[src/hw/clock_output_channel_pkg.sv]
// Purpose: shared constants for one clock output channel
// Assumes: 8-bit register port, one input clock domain
// Notes: offsets are register addresses on the serial control port
package clock_output_channel_pkg;
  // register addresses
  localparam logic [7:0] ADDR_RATIO_LOW = 8'h1B;
  localparam logic [7:0] ADDR_RATIO_HIGH = 8'h1C;
  localparam logic [7:0] ADDR_PHASE_LOW = 8'h1D;
  localparam logic [7:0] ADDR_PHASE_HIGH = 8'h1E;
  localparam logic [7:0] ADDR_DRIVER_CTRL = 8'h1F;
  localparam logic [7:0] ADDR_SINGLE_CTRL = 8'h20;
  // values after reset
  localparam logic [9:0] RESET_RATIO = 10'h000;
  localparam logic [10:0] RESET_PHASE = 11'h000;
  localparam logic [7:0] RESET_DRIVER_CTRL = 8'h14;
  localparam logic [7:0] RESET_SINGLE_CTRL = 8'h00;
  // field positions in the driver control register
  localparam int POS_POWERDOWN = 7;
  localparam int POS_SYNC_EXCLUDE = 6;
  localparam int POS_DIFF_POL = 4;
  localparam int POS_DIFF_STD = 1;
  // field positions in the single-ended control register
  localparam int POS_POS_ENABLE = 7;
  localparam int POS_POS_POL = 5;
  localparam int POS_NEG_ENABLE = 4;
  localparam int POS_NEG_POL = 2;
  // polarity codes shared by all three drivers
  localparam logic [1:0] POL_FORCE_HIGH = 2'h0;
  localparam logic [1:0] POL_NONINVERT = 2'h1;
  localparam logic [1:0] POL_INVERT = 2'h2;
  localparam logic [1:0] POL_FORCE_LOW = 2'h3;
  // driver standard codes
  localparam logic [2:0] STD_HSTL_NORMAL = 3'h4;
  localparam logic [2:0] STD_HSTL_BOOST = 3'h5;
  localparam logic [2:0] STD_SINGLE_FIRST = 3'h6;
  typedef enum logic [1:0] {
    DIV_HALT = 2'b00,
    DIV_DELAY = 2'b01,
    DIV_RUN = 2'b10
  } div_state_type;
endpackage

[src/hw/divider_cfg_if.sv]
// Purpose: carries divider settings in and divided clock out
// Assumes: single clock domain
// Notes: ctrl side owns the settings, div side owns the outputs
`timescale 1ns/1ns
interface divider_cfg_if;
  logic [9:0] ratio;
  logic [10:0] phase;
  logic powerdown;
  logic syncPulse;
  logic divClk;
  logic halfShift;
  modport ctrl (output ratio, output phase, output powerdown, output syncPulse,
    input divClk, input halfShift);
  modport div (input ratio, input phase, input powerdown, input syncPulse,
    output divClk, output halfShift);
endinterface

[src/hw/channel_divider.sv]
// Purpose: integer divider with coarse start offset for one channel
// Assumes: settings come from registers on the same clock
// Notes: half-period part of the offset is reported, not applied here
`timescale 1ns/1ns
module channel_divider (
  input wire logic clk,
  input wire logic rst,
  divider_cfg_if.div cfg
);
  clock_output_channel_pkg::div_state_type state, next_state;
  logic [9:0] cnt, next_cnt;
  logic [9:0] dly, next_dly;
  logic outReg, next_outReg;
  logic half, next_half;

  // high for the first half (rounded up) of each divided period
  function automatic logic isHigh(input logic [9:0] c, input logic [9:0] r);
    logic [10:0] lim;
    lim = ({1'b0, r} + 11'h002) >> 1;
    return {1'b0, c} < lim;
  endfunction

  // next state; powerdown beats sync, sync beats counting
  always_comb begin
    next_state = state;
    next_cnt = cnt;
    next_dly = dly;
    next_outReg = outReg;
    next_half = half;
    if (cfg.powerdown) begin
      next_state = clock_output_channel_pkg::DIV_HALT;
      next_cnt = 10'h000;
      next_outReg = 1'b0;
    end else if (cfg.syncPulse || state == clock_output_channel_pkg::DIV_HALT) begin
      next_state = clock_output_channel_pkg::DIV_DELAY;
      next_dly = cfg.phase[10:1];
      next_half = cfg.phase[0];
      next_cnt = 10'h000;
      next_outReg = 1'b0;
    end else begin
      unique case (state)
        clock_output_channel_pkg::DIV_DELAY: begin
          if (dly == 10'h000) begin
            next_state = clock_output_channel_pkg::DIV_RUN;
            next_outReg = isHigh(10'h000, cfg.ratio);
          end else begin
            next_dly = dly - 10'h001;
          end
        end
        clock_output_channel_pkg::DIV_RUN: begin
          next_cnt = (cnt >= cfg.ratio) ? 10'h000 : cnt + 10'h001;
          next_outReg = isHigh(next_cnt, cfg.ratio);
        end
        default: begin
          next_state = clock_output_channel_pkg::DIV_HALT;
        end
      endcase
    end
  end

  // registers only
  always_ff @(posedge clk or posedge rst) begin
    if (rst) begin
      state <= clock_output_channel_pkg::DIV_HALT;
      cnt <= 10'h000;
      dly <= 10'h000;
      outReg <= 1'b0;
      half <= 1'b0;
    end else begin
      state <= next_state;
      cnt <= next_cnt;
      dly <= next_dly;
      outReg <= next_outReg;
      half <= next_half;
    end
  end

  assign cfg.divClk = outReg;
  assign cfg.halfShift = half;

  chk_count_wraps: assert property (@(posedge clk) disable iff (rst)
    (state == clock_output_channel_pkg::DIV_RUN && cnt >= cfg.ratio
      && !cfg.powerdown && !cfg.syncPulse) |=> cnt == 10'h000)
    else $error("divider did not wrap at ratio");
  chk_offset_load: assert property (@(posedge clk) disable iff (rst)
    (cfg.syncPulse && !cfg.powerdown) |=> (dly == $past(cfg.phase[10:1])
      && half == $past(cfg.phase[0]) && !outReg))
    else $error("offset not loaded on sync");
  chk_powerdown_static: assert property (@(posedge clk) disable iff (rst)
    cfg.powerdown ##1 cfg.powerdown ##1 cfg.powerdown |-> !outReg && $stable(outReg))
    else $error("divider output moved in powerdown");
  cover_wrap: cover property (@(posedge clk) disable iff (rst)
    state == clock_output_channel_pkg::DIV_RUN && cnt == cfg.ratio && cnt != 10'h000);
endmodule // channel_divider

[src/hw/clock_output_channel_ctrl.sv]
// Purpose: control logic of one clock output channel
// Assumes: clk is the channel input clock; register port on same clock;
//   syncReq comes from a pin and is synchronised here
// Notes: drivers' analog settings leave on diffStandard
`timescale 1ns/1ns
module clock_output_channel_ctrl (
  input wire logic clk,
  input wire logic rst,
  input wire logic [7:0] regAddr,
  input wire logic [7:0] regWrData,
  input wire logic regWrEn,
  output logic [7:0] regRdData,
  input wire logic syncReq,
  output logic chanPosPin,
  output logic chanPosOe,
  output logic chanNegPin,
  output logic chanNegOe,
  output logic [2:0] diffStandard,
  output logic halfShift
);
  divider_cfg_if cfgBus ();

  logic [9:0] chanDivideRatio, next_chanDivideRatio;
  logic [10:0] chanPhaseOffset, next_chanPhaseOffset;
  logic [7:0] driverCtrl, next_driverCtrl;
  logic [7:0] singleCtrl, next_singleCtrl;
  logic [7:0] next_regRdData;
  logic syncMeta, syncSafe, syncLast, syncPulse;
  logic next_syncPulse;
  logic next_chanPosPin, next_chanPosOe, next_chanNegPin, next_chanNegOe;
  logic [2:0] next_diffStandard;
  logic next_halfShift;

  // field views of the control registers
  logic dividerPowerdown;
  logic syncExclude;
  logic [1:0] diffDriverPolarity;
  logic [2:0] diffDriverStandard;
  logic posLegSingleEnable, negLegSingleEnable;
  logic [1:0] posLegSinglePolarity, negLegSinglePolarity;
  logic singleMode;
  logic syncEdge;

  assign dividerPowerdown = driverCtrl[clock_output_channel_pkg::POS_POWERDOWN];
  assign syncExclude = driverCtrl[clock_output_channel_pkg::POS_SYNC_EXCLUDE];
  assign diffDriverPolarity = driverCtrl[clock_output_channel_pkg::POS_DIFF_POL +: 2];
  assign diffDriverStandard = driverCtrl[clock_output_channel_pkg::POS_DIFF_STD +: 3];
  assign posLegSingleEnable = singleCtrl[clock_output_channel_pkg::POS_POS_ENABLE];
  assign posLegSinglePolarity = singleCtrl[clock_output_channel_pkg::POS_POS_POL +: 2];
  assign negLegSingleEnable = singleCtrl[clock_output_channel_pkg::POS_NEG_ENABLE];
  assign negLegSinglePolarity = singleCtrl[clock_output_channel_pkg::POS_NEG_POL +: 2];
  // codes 110 and 111 hand the pins to the single-ended legs
  assign singleMode = diffDriverStandard >= clock_output_channel_pkg::STD_SINGLE_FIRST;
  // edge taken from the second and third stages, never the first
  assign syncEdge = syncSafe && !syncLast;

  // polarity selector shared by all three drivers
  function automatic logic applyPolarity(input logic c, input logic [1:0] code);
    logic r;
    unique case (code)
      clock_output_channel_pkg::POL_FORCE_HIGH: r = 1'b1;
      clock_output_channel_pkg::POL_NONINVERT: r = c;
      clock_output_channel_pkg::POL_INVERT: r = !c;
      clock_output_channel_pkg::POL_FORCE_LOW: r = 1'b0;
    endcase
    return r;
  endfunction

  // register writes; reserved bits are not stored and read back zero
  always_comb begin
    next_chanDivideRatio = chanDivideRatio;
    next_chanPhaseOffset = chanPhaseOffset;
    next_driverCtrl = driverCtrl;
    next_singleCtrl = singleCtrl;
    if (regWrEn) begin
      unique case (regAddr)
        clock_output_channel_pkg::ADDR_RATIO_LOW: next_chanDivideRatio[7:0] = regWrData;
        clock_output_channel_pkg::ADDR_RATIO_HIGH:
          next_chanDivideRatio[9:8] = regWrData[1:0];
        clock_output_channel_pkg::ADDR_PHASE_LOW: next_chanPhaseOffset[7:0] = regWrData;
        clock_output_channel_pkg::ADDR_PHASE_HIGH:
          next_chanPhaseOffset[10:8] = regWrData[2:0];
        clock_output_channel_pkg::ADDR_DRIVER_CTRL: next_driverCtrl = {regWrData[7:1], 1'b0};
        clock_output_channel_pkg::ADDR_SINGLE_CTRL: next_singleCtrl = {regWrData[7:2], 2'b00};
        default: begin
          next_singleCtrl = singleCtrl; // other channels' addresses are ignored
        end
      endcase
    end
  end

  // read data; unmapped addresses answer zero
  always_comb begin
    unique case (regAddr)
      clock_output_channel_pkg::ADDR_RATIO_LOW: next_regRdData = chanDivideRatio[7:0];
      clock_output_channel_pkg::ADDR_RATIO_HIGH: next_regRdData = {6'h00, chanDivideRatio[9:8]};
      clock_output_channel_pkg::ADDR_PHASE_LOW: next_regRdData = chanPhaseOffset[7:0];
      clock_output_channel_pkg::ADDR_PHASE_HIGH: next_regRdData = {5'h00, chanPhaseOffset[10:8]};
      clock_output_channel_pkg::ADDR_DRIVER_CTRL: next_regRdData = driverCtrl;
      clock_output_channel_pkg::ADDR_SINGLE_CTRL: next_regRdData = singleCtrl;
      default: next_regRdData = 8'h00;
    endcase
  end

  // sync request: masked channels never see it
  always_comb begin
    next_syncPulse = syncEdge && !syncExclude;
  end

  // pin drive; every pin is one flop after the divided clock
  always_comb begin
    next_diffStandard = diffDriverStandard;
    next_halfShift = cfgBus.halfShift;
    if (singleMode) begin
      next_chanPosOe = posLegSingleEnable;
      next_chanPosPin = posLegSingleEnable && applyPolarity(cfgBus.divClk, posLegSinglePolarity);
      next_chanNegOe = negLegSingleEnable;
      next_chanNegPin = negLegSingleEnable && applyPolarity(cfgBus.divClk, negLegSinglePolarity);
    end else begin
      next_chanPosOe = 1'b1;
      next_chanNegOe = 1'b1;
      next_chanPosPin = applyPolarity(cfgBus.divClk, diffDriverPolarity);
      next_chanNegPin = !applyPolarity(cfgBus.divClk, diffDriverPolarity);
    end
  end

  // all state registers; reset puts the documented defaults in place
  always_ff @(posedge clk or posedge rst) begin
    if (rst) begin
      chanDivideRatio <= clock_output_channel_pkg::RESET_RATIO;
      chanPhaseOffset <= clock_output_channel_pkg::RESET_PHASE;
      driverCtrl <= clock_output_channel_pkg::RESET_DRIVER_CTRL;
      singleCtrl <= clock_output_channel_pkg::RESET_SINGLE_CTRL;
      regRdData <= 8'h00;
      syncMeta <= 1'b0;
      syncSafe <= 1'b0;
      syncLast <= 1'b0;
      syncPulse <= 1'b0;
      chanPosPin <= 1'b0;
      chanPosOe <= 1'b0;
      chanNegPin <= 1'b0;
      chanNegOe <= 1'b0;
      diffStandard <= 3'h0;
      halfShift <= 1'b0;
    end else begin
      chanDivideRatio <= next_chanDivideRatio;
      chanPhaseOffset <= next_chanPhaseOffset;
      driverCtrl <= next_driverCtrl;
      singleCtrl <= next_singleCtrl;
      regRdData <= next_regRdData;
      syncMeta <= syncReq;
      syncSafe <= syncMeta;
      syncLast <= syncSafe;
      syncPulse <= next_syncPulse;
      chanPosPin <= next_chanPosPin;
      chanPosOe <= next_chanPosOe;
      chanNegPin <= next_chanNegPin;
      chanNegOe <= next_chanNegOe;
      diffStandard <= next_diffStandard;
      halfShift <= next_halfShift;
    end
  end

  // settings to the divider
  assign cfgBus.ratio = chanDivideRatio;
  assign cfgBus.phase = chanPhaseOffset;
  assign cfgBus.powerdown = dividerPowerdown;
  assign cfgBus.syncPulse = syncPulse;

  channel_divider divider (
    .clk(clk),
    .rst(rst),
    .cfg(cfgBus.div)
  );

  chk_ratio_low: assert property (@(posedge clk) disable iff (rst)
    (regWrEn && regAddr == clock_output_channel_pkg::ADDR_RATIO_LOW)
      |=> chanDivideRatio[7:0] == $past(regWrData))
    else $error("ratio low byte not stored");
  chk_ratio_high: assert property (@(posedge clk) disable iff (rst)
    (regWrEn && regAddr == clock_output_channel_pkg::ADDR_RATIO_HIGH)
      |=> chanDivideRatio[9:8] == $past(regWrData[1:0]) ##1 regRdData[7:2] == 6'h00)
    else $error("ratio high bits not stored");
  chk_phase_bytes: assert property (@(posedge clk) disable iff (rst)
    (regWrEn && regAddr == clock_output_channel_pkg::ADDR_PHASE_HIGH)
      |=> chanPhaseOffset[10:8] == $past(regWrData[2:0]))
    else $error("offset high bits not stored");
  chk_sync_masked: assert property (@(posedge clk) disable iff (rst)
    syncEdge |=> syncPulse == !$past(syncExclude))
    else $error("sync exclude not honoured");
  chk_diff_force: assert property (@(posedge clk) disable iff (rst)
    (!singleMode && diffDriverPolarity == clock_output_channel_pkg::POL_FORCE_HIGH)
      |=> chanPosPin && !chanNegPin && chanPosOe)
    else $error("differential force high wrong");
  chk_diff_invert: assert property (@(posedge clk) disable iff (rst)
    (!singleMode && diffDriverPolarity == clock_output_channel_pkg::POL_INVERT)
      |=> chanPosPin == !$past(cfgBus.divClk))
    else $error("differential invert wrong");
  chk_mode_single: assert property (@(posedge clk) disable iff (rst)
    singleMode |=> chanPosOe == $past(posLegSingleEnable)
      && chanNegOe == $past(negLegSingleEnable))
    else $error("single-ended mode enables wrong");
  chk_pos_disabled: assert property (@(posedge clk) disable iff (rst)
    (singleMode && !posLegSingleEnable) |=> !chanPosOe && !chanPosPin)
    else $error("positive leg driven while disabled");
  chk_pos_polarity: assert property (@(posedge clk) disable iff (rst)
    (singleMode && posLegSingleEnable
      && posLegSinglePolarity == clock_output_channel_pkg::POL_NONINVERT)
      |=> chanPosPin == $past(cfgBus.divClk))
    else $error("positive leg polarity wrong");
  chk_neg_disabled: assert property (@(posedge clk) disable iff (rst)
    (singleMode && !negLegSingleEnable) |=> !chanNegOe)
    else $error("negative leg driven while disabled");
  chk_neg_polarity: assert property (@(posedge clk) disable iff (rst)
    (singleMode && negLegSingleEnable
      && negLegSinglePolarity == clock_output_channel_pkg::POL_FORCE_LOW)
      |=> !chanNegPin && chanNegOe)
    else $error("negative leg polarity wrong");
  // register port: stored bits and read-back
  chk_phase_low: assert property (@(posedge clk) disable iff (rst)
    (regWrEn && regAddr == clock_output_channel_pkg::ADDR_PHASE_LOW)
      |=> chanPhaseOffset[7:0] == $past(regWrData))
    else $error("offset low byte not stored");
  chk_driver_fields: assert property (@(posedge clk) disable iff (rst)
    (regWrEn && regAddr == clock_output_channel_pkg::ADDR_DRIVER_CTRL)
      |=> driverCtrl[7:1] == $past(regWrData[7:1]) && driverCtrl[0] == 1'b0)
    else $error("driver control fields not stored");
  chk_single_fields: assert property (@(posedge clk) disable iff (rst)
    (regWrEn && regAddr == clock_output_channel_pkg::ADDR_SINGLE_CTRL)
      |=> singleCtrl[7:2] == $past(regWrData[7:2]) && singleCtrl[1:0] == 2'b00)
    else $error("single-ended control fields not stored");
  chk_read_ratio: assert property (@(posedge clk) disable iff (rst)
    regAddr == clock_output_channel_pkg::ADDR_RATIO_LOW |=> regRdData == $past(chanDivideRatio[7:0]))
    else $error("ratio low byte read back wrong");
  chk_read_phase: assert property (@(posedge clk) disable iff (rst)
    regAddr == clock_output_channel_pkg::ADDR_PHASE_HIGH |=> regRdData[2:0] == $past(chanPhaseOffset[10:8]))
    else $error("offset high bits read back wrong");
  // pin drive and driver mode
  chk_diff_pass: assert property (@(posedge clk) disable iff (rst)
    (!singleMode && diffDriverPolarity == clock_output_channel_pkg::POL_NONINVERT)
      |=> chanPosPin == $past(cfgBus.divClk)
      && chanNegPin == !$past(cfgBus.divClk))
    else $error("differential pass-through wrong");
  chk_diff_low: assert property (@(posedge clk) disable iff (rst)
    (!singleMode && diffDriverPolarity == clock_output_channel_pkg::POL_FORCE_LOW)
      |=> !chanPosPin && chanNegPin && chanNegOe)
    else $error("differential force low wrong");
  chk_std_passed: assert property (@(posedge clk) disable iff (rst)
    1'b1 |=> diffStandard == $past(diffDriverStandard))
    else $error("driver mode code not passed on");
  chk_mode_diff: assert property (@(posedge clk) disable iff (rst)
    !singleMode |=> chanPosOe && chanNegOe)
    else $error("differential mode not driving both pins");
  chk_pos_force: assert property (@(posedge clk) disable iff (rst)
    (singleMode && posLegSingleEnable
      && posLegSinglePolarity == clock_output_channel_pkg::POL_FORCE_HIGH) |=> chanPosPin && chanPosOe)
    else $error("positive leg force high wrong");
  chk_neg_invert: assert property (@(posedge clk) disable iff (rst)
    (singleMode && negLegSingleEnable
      && negLegSinglePolarity == clock_output_channel_pkg::POL_INVERT)
      |=> chanNegPin == !$past(cfgBus.divClk))
    else $error("negative leg invert wrong");
  chk_neg_quiet: assert property (@(posedge clk) disable iff (rst)
    (singleMode && !negLegSingleEnable) |=> !chanNegPin)
    else $error("negative leg pin high while disabled");
  // sync mask and offset hand-off
  chk_sync_blocked: assert property (@(posedge clk) disable iff (rst)
    syncExclude |=> !syncPulse)
    else $error("sync reached an excluded divider");
  chk_half_shift: assert property (@(posedge clk) disable iff (rst)
    1'b1 |=> halfShift == $past(cfgBus.halfShift))
    else $error("odd half of offset not reported");
  cover_sync_taken: cover property (@(posedge clk) disable iff (rst)
    syncEdge && !syncExclude);
  cover_powerdown: cover property (@(posedge clk) disable iff (rst)
    dividerPowerdown ##1 !dividerPowerdown);
  cover_single_mode: cover property (@(posedge clk) disable iff (rst)
    singleMode && posLegSingleEnable && negLegSingleEnable);
  cover_diff_hstl: cover property (@(posedge clk) disable iff (rst)
    diffDriverStandard == clock_output_channel_pkg::STD_HSTL_BOOST);
endmodule // clock_output_channel_ctrl

[config.mk]
export PLATFORM = sky130hd
export DESIGN_NAME = clock_output_channel_ctrl
export DESIGN_NICKNAME = d
export VERILOG_FILES = /design/src/hw/clock_output_channel_pkg.sv /design/src/hw/divider_cfg_if.sv /design/src/hw/channel_divider.sv /design/src/hw/clock_output_channel_ctrl.sv
export SDC_FILE = /design/constraint.sdc
export NUM_CORES = 1
export LEC_CHECK = 0
export BUFFER_PORTS_ARGS = -buffer_cell sky130_fd_sc_hd__buf_4
export CAP_MARGIN = 20
export CORE_ASPECT_RATIO = 0.8
export CORE_MARGIN = 10
export CORE_UTILIZATION = 50
export CTS_BUF_LIST = sky130_fd_sc_hd__clkbuf_4
export DETAILED_ROUTE_END_ITERATION = 10
export GPL_ROUTABILITY_DRIVEN = 0
export PLACE_DENSITY = 0.68
export SYNTH_ARGS = -nofsm -noshare
export SYNTH_HDL_FRONTEND = slang
export SYNTH_SLANG_ARGS = --single-unit
[constraint.sdc]
create_clock -name clk -period 3.2 [get_ports clk]
set_clock_uncertainty 0.1 [all_clocks]
set_input_delay 0.64 -clock clk [delete_from_list [all_inputs] [get_ports clk]]
set_output_delay 0.64 -clock clk [all_outputs]
set_load 0.02 [all_outputs]
Word-level counts from Yosys, hierarchy flattened
Index checks and enable logic that the tools add are counted.
{ "totals": {"ff_bits": 78, "latch_bits": 0, "ram_bits": 0, "romBits": 0, "in_bits": 20, "out_inout_bits": 16, "word_cells": 103, "memories": 0} }
{ "op_classes": {"addsub": 3, "multipliers": 0, "n_div": 0, "order_cmp": 4, "eq_ne": 20, "shift": 0, "mux": 26, "bitwise_logic": 1, "n_reduce_logical": 27} }
{ "ops": {"columns": ["cell", "n"], "rows": [
  ["2-to-1 mux 10 bit", 7],
  ["one-hot mux 8 bit (6 select lines)", 1],
  ["equality test 8 x 5 -> 1 bit (second input constant)", 5],
  ["AND reduction 2 bit", 9],
  ["equality test 2 bit (second input constant)", 7],
  ["one-hot mux 1 bit (4 select lines)", 3],
  ["adder 10 x 2 -> 11 bit (second input constant)", 1],
  ["adder 10 x 1 -> 10 bit (second input constant)", 1],
  ["greater-or-equal comparator 10 bit", 1],
  ["zero test 10 bit", 1],
  ["less-than comparator 1 x 10 -> 1 bit (first input constant)", 1],
  ["less-than comparator 10 bit", 1],
  ["2-to-1 mux 1 bit", 10],
  ["subtractor 10 x 1 -> 10 bit (second input constant)", 1],
  ["equality test 2 x 1 -> 1 bit (second input constant)", 4],
  ["equality test 8 x 6 -> 1 bit (second input constant)", 1],
  ["zero test 2 bit", 4],
  ["2-to-1 mux 2 bit", 3],
  ["logical AND 1 bit", 4],
  ["zero test 1 bit", 4],
  ["inequality test 4 x 2 -> 1 bit (second input constant)", 1],
  ["one-hot mux 2 bit (2 select lines)", 1],
  ["nonzero test 4 bit", 1],
  ["greater-or-equal comparator 3 bit (second input constant)", 1],
  ["other kinds (8)", 8]
]} }

Longest topological paths before layout
{ "depth": {"ltp_word": 6, "mapped_depth": 14, "mapped_depth_nobuf": 13} }

By module
From an unflattened synthesis, not the netlist that was laid out.
{ "hier_totals": {"cells_unflattened": 427, "hier_area_um2": 4466.8} }
{ "modules_own_cells": {"columns": ["mod", "n_inst", "cells_each", "area_per_inst_um2", "seq_area_each_um2"], "rows": [
  ["clock_output_channel_ctrl", 1, 155, 2252.2, 1353.8],
  ["channel_divider", 1, 272, 2214.6, 600.6]
]} }

Worst setup path after synthesis
OpenSTA, ideal clock, no wires.
{ "synth_path": {"path_kind": "reg2reg", "startpoint": "register chanDivideRatio[8] (netlist: cfgBus.ratio[8])", "endpoint": "register divider.outReg (netlist: divider.cfg.divClk)", "setup_ns": 0.094, "arrival_ns": 2.927, "required_ns": 3.006, "path_slack_ns": 0.079, "path_stages_with_launch": 15, "n_path_buf": 1, "synth_period_minus_slack_ns": 3.121, "path_cell_list": "dfrtp_1 -> clkbuf_1 -> inv_1 -> ha_1 -> o21ai_0 -> nor2_1 -> a311oi_2 -> nand2_1 -> nor2_1 -> ha_1 -> a211oi_1 -> o211ai_1 -> a21o_1 -> a31o_2 -> a211oi_1"} }
{ "synth_via": {"elab_chain_cells": 6, "elab_cells_between_ends": 9, "classes_between": "add/sub: 1; order compare: 3; mux: 5"} }
{ "synth_lines": {"columns": ["item", "line", "rtl"], "rows": [
  ["start: declaration", "clock_output_channel_ctrl.sv:23", "logic [9:0] chanDivideRatio, next_chanDivideRatio;"],
  ["start signal: assignment", "clock_output_channel_ctrl.sv:130", "chanDivideRatio <= clock_output_channel_pkg::RESET_RATIO;"],
  ["start signal: assignment", "clock_output_channel_ctrl.sv:146", "chanDivideRatio <= next_chanDivideRatio;"],
  ["adder 10 x 2 -> 11 bit or greater-or-equal comparator 10 bit (tied branches)", "channel_divider.sv:19, channel_divider.sv:51", null],
  ["less-than comparator 1 x 10 -> 1 bit or 2-to-1 mux 10 bit (tied branches)", "channel_divider.sv:20, channel_divider.sv:51", null],
  ["2-to-1 mux 1 bit or less-than comparator 10 bit (tied branches)", "channel_divider.sv:43, channel_divider.sv:20", null],
  ["one-hot mux 1 bit (2 select lines) *", "channel_divider.sv:41", "unique case (state)"],
  ["2-to-1 mux 1 bit *", "channel_divider.sv:34", "end else if (cfg.syncPulse || state == clock_output_channel_pkg::DIV_HALT) begin"],
  ["2-to-1 mux 1 bit *", "channel_divider.sv:30", "if (cfg.powerdown) begin"],
  ["end signal: assignment", "channel_divider.sv:73", "outReg <= next_outReg;"],
  ["end: declaration", "channel_divider.sv:13", "logic outReg, next_outReg;"]
]} }
Every way passes the cells marked *; elsewhere a longest branch is shown, timed or not. The select of a mux whose other input is x is not followed.
A chain may end at the register's enable or synchronous reset.

Final worst setup path
{ "layout_path": {"startpoint": "register chanDivideRatio[7] (netlist: cfgBus.ratio[7])", "endpoint": "register divider.outReg (netlist: divider.cfg.divClk)"} }
The elaborated chain is that of the path after synthesis.

==> results.py <==
metrics = {
    "yosys": {
        "synth_area_leaders": "dfrtp_1 44%, mux2_2 9.2%, ha_1 6.7%",
        "ys_types": 54,
        "yosys_warnings": 0,
        "syn_nets": 464,
        "synthesis.area_um2": 4300,
        "ys_top_cells_by_count": "76 x dfrtp_1, 35 x mux2_2, 35 x nand2_1",
        "synth_top_area_share_pct": 44.2,
        "synth.largest_area_cell": "dfrtp_1",
        "synthArstFlopShare_pct": 100,
        "ys_ff_latch": 78,
        "synth-edff-count": 0,
        "synth_flop_cell": "dfrtp_1",
        "avgSynthCellArea_um2": 10.2,
        "yosysMostFrequentCell": "dfrtp_1",
        "syn_inst": 421,
        "synth-seq-area-share_pct": 45.4,
    },
    "detailed_routing": {
        "ant_nets": 0,
        "drtIter0Drc": 295,
        "first_pass_iters": 5,
        "drc": 0,
        "via_per_inst": 5.90,
        "wl_per_cell_um": 18.3,
        "vias": 3456,
        "wl_mm": 10.7,
    },
    "job": {
        "max-cap-violations": 0,
    },
    "min_path": {
        "min-delay-path-class": "input pin to asynchronous set/reset pin",
    },
    "placed_design": {
        "hpwlAfterDp_mm": 8.17,
        "pre_cts_slack_ns": 0.0262,
        "port_buffers": 35,
    },
    "timing": {
        "period_share_pct": 92.8,
        "max_freq_ghz": 0.337,
        "fin_crit_ns": 2.97,
        "final_max_slew_viol_count": 0,
        "final.setup.tns_ns": 0,
        "slew_headroom_pct": 43.3,
        "grt_setup_unrepaired": "no",
        "finalSetupViolCount": 0,
        "worst-slew-pin-transition_ns": 0.844,
        "setup_slack_ns": 0.231,
        "final-hold-violation-count": 0,
    },
    "worst_setup_path": {
        "cp.arrival_ns": 3.25,
        "cp_slowest_cell": "dfrtp_1",
        "crit_family": "compound AO/OA/AOI/OAI gates",
        "path_class": "flip-flop to flip-flop",
        "cp-end-kind": "flip-flop",
        "path_buf_inv": 2,
        "critPathMaxFanout": 14,
        "crit_required_ns": 3.48,
        "path_cells": "inv_2 -> ha_1 -> a211oi_2 -> nor2_1 -> a311oi_2 -> buf_4 -> and3_1 -> ha_1 -> a21oi_1 -> o31ai_1 -> a21o_1 -> a31o_2 -> a211oi_2",
        "ff2ff_path_depth": 13,
        "critPathMaxStageDelay_ns": 0.42,
        "cp.depth": 13,
        "cp-start-kind": "flip-flop",
    },
    "floorplanning": {
        "die_y_um": 103,
        "row_count": 30,
        "initial_core_util_pct": 50.9,
        "coreArea_um2": 8450,
        "pin_count": 36,
        "dieWidth_um": 124,
        "die_area_um2": 12700,
    },
    "grt": {
        "grt_usage_pct": 17.8,
        "grt_pass1_vias": 3391,
        "grt_max_degree": 41,
        "antenna_found_initial": 0,
        "grt_pass1_wl_mm": 17.7,
        "grt_overflow": 0,
    },
    "clock_tree": {
        "cts.sinks": 78,
        "cts_tree": "done",
        "cts.clk_slew.worst_paths_ns": 0.14,
        "cts_buffers": 9,
        "clockBufferDepth": 2,
        "clock_latency_ns": 0.44,
        "root_buffer": "clkbuf_4",
        "post_cts_buffers": 0,
        "h-tree-depth": 3,
    },
    "power_and_ir_drop": {
        "ir_drop_mv": 0.385,
        "leakage_nw": 2.29,
        "powerDensity_nw_per_um2": 480,
    },
    "final_layout": {
        "num_antenna_cells": 0,
        "drive_gt1_share_pct": 27.2,
        "fin_nets": 512,
        "syn2layout_area_growth_pct": 14.8,
    },
    "status": {
        "status": "finished, final reports clean",
    },
}
[cells in the final DEF, fill, tap and decap left out, types with 3 or more instances in the layout]
cell type and n:
a211oi_1 3, a21oi_1 21, xnor2_1 12, nand2_2 3
inv_1 20, o211ai_1 3, and3_1 8, nor3_1 8
a31oi_1 5, nand2_1 34, nor4_1 3, nor2_1 26
buf_4 51, o21ai_0 20, a41oi_1 6, nand4_1 13
mux2i_1 3, dfrtp_1 76, a22oi_1 19, nand3_1 17
mux2_2 35, clkbuf_4 9, a211oi_2 3, or2_2 5
ha_1 23
[per-stage QoR]
step	hold WS, ns	cells	area [µm²]	power (W)	utilization [%]
5_1_grt	0.167	586	4940	0.00251	58.5
3_5_place_dp	0.242	570	4780	0.00176	56.6
3_3_place_gp	0.243	570	4780	0.00174	56.6
4_1_cts	0.177	586	4920	0.00237	58.3
2_1_floorplan	0.231	421	4300	0.00159	-
6_report	0.163	586	4940	0.00237	58.5
[timing repair]
| action | in CTS | in global routing |
|---|---|---|
| endpoints found under the setup margin | 1 | 1 |
| hold buffers | 0 | 0 |
| hold endpoints to repair | 0 | 0 |
| gates resized for setup | 1 | 4 |
| pin swaps | 0 | 2 |
[final timing paths]
path,slack [ns],start,to
setup / recovery,0.23,cfgBus.ratio[7],divider.cfg.divClk
hold / removal,0.16,rst,syncMeta
setup reg to reg,0.23,cfgBus.ratio[7],divider.cfg.divClk
hold reg to reg,0.28,syncMeta,syncSafe
max in group asynchronous,2.19,rst,divider.cnt[1]
min in group clk,0.20,syncReq,syncMeta
[area by class of cell]
cell class	instances	area (µm²)
flip-flops and latches	78	1950
fillers	718	3510
clock buffers	9	67.6
clock inverters	7	71.3
repair buffers	52	403
inverters	23	87.6
multi-input cells	305	2220
well taps	112	140
[kinds of logic after synthesis]
family / Yosys count / synth area share [%]
DFF: 78 / 45.4
adders and majority gates: 23 / 6.69
and+or+nand+nor: 138 / 17.6
buffers and inverters: 38 / 3.49
xor gates and xnor gates: 13 / 2.65
AOI/OAI and AO/OA: 93 / 14.3
muxes: 38 / 9.86
[worst register-to-register path: cells and delay by family, from the launching register on]
family                   cells  cell delay (ns)
AO/OA/AOI/OAI                7             1.26
flip-flops                   1             0.42
AND/OR/NAND/NOR              2             0.26
buffers and inverters        2             0.37
adder cells (fa/ha/maj)      2             0.50
[sequential cells by signal, indices dropped and copies added (netlist names), 2 cells and up]
register	count
cfgBus.phase	11
cfgBus.ratio	10
diffStandard	3
divider.cnt	10
divider.dly	10
divider.state	2
driverCtrl	7
regRdData	8
singleCtrl	6
[power breakdown]
group	internal [W]	switching (W)
registers	0.00108	0.000109
clock network	0.000240	0.000376
logic	0.000230	0.000332
total	0.00155	0.000817
[per-layer routing]
layer | global-route usage (%) | vias up | share of wire, %
li1 | - | 1642 | -
met5 | 0 | - | 0
met1 | 25.4 | 1700 | 49
met2 | 26.9 | 99 | 44
met3 | 3.56 | 15 | 6.0
met4 | 4.65 | 0 | 1.3
Note: power is estimated with default switching activity, not from simulation.
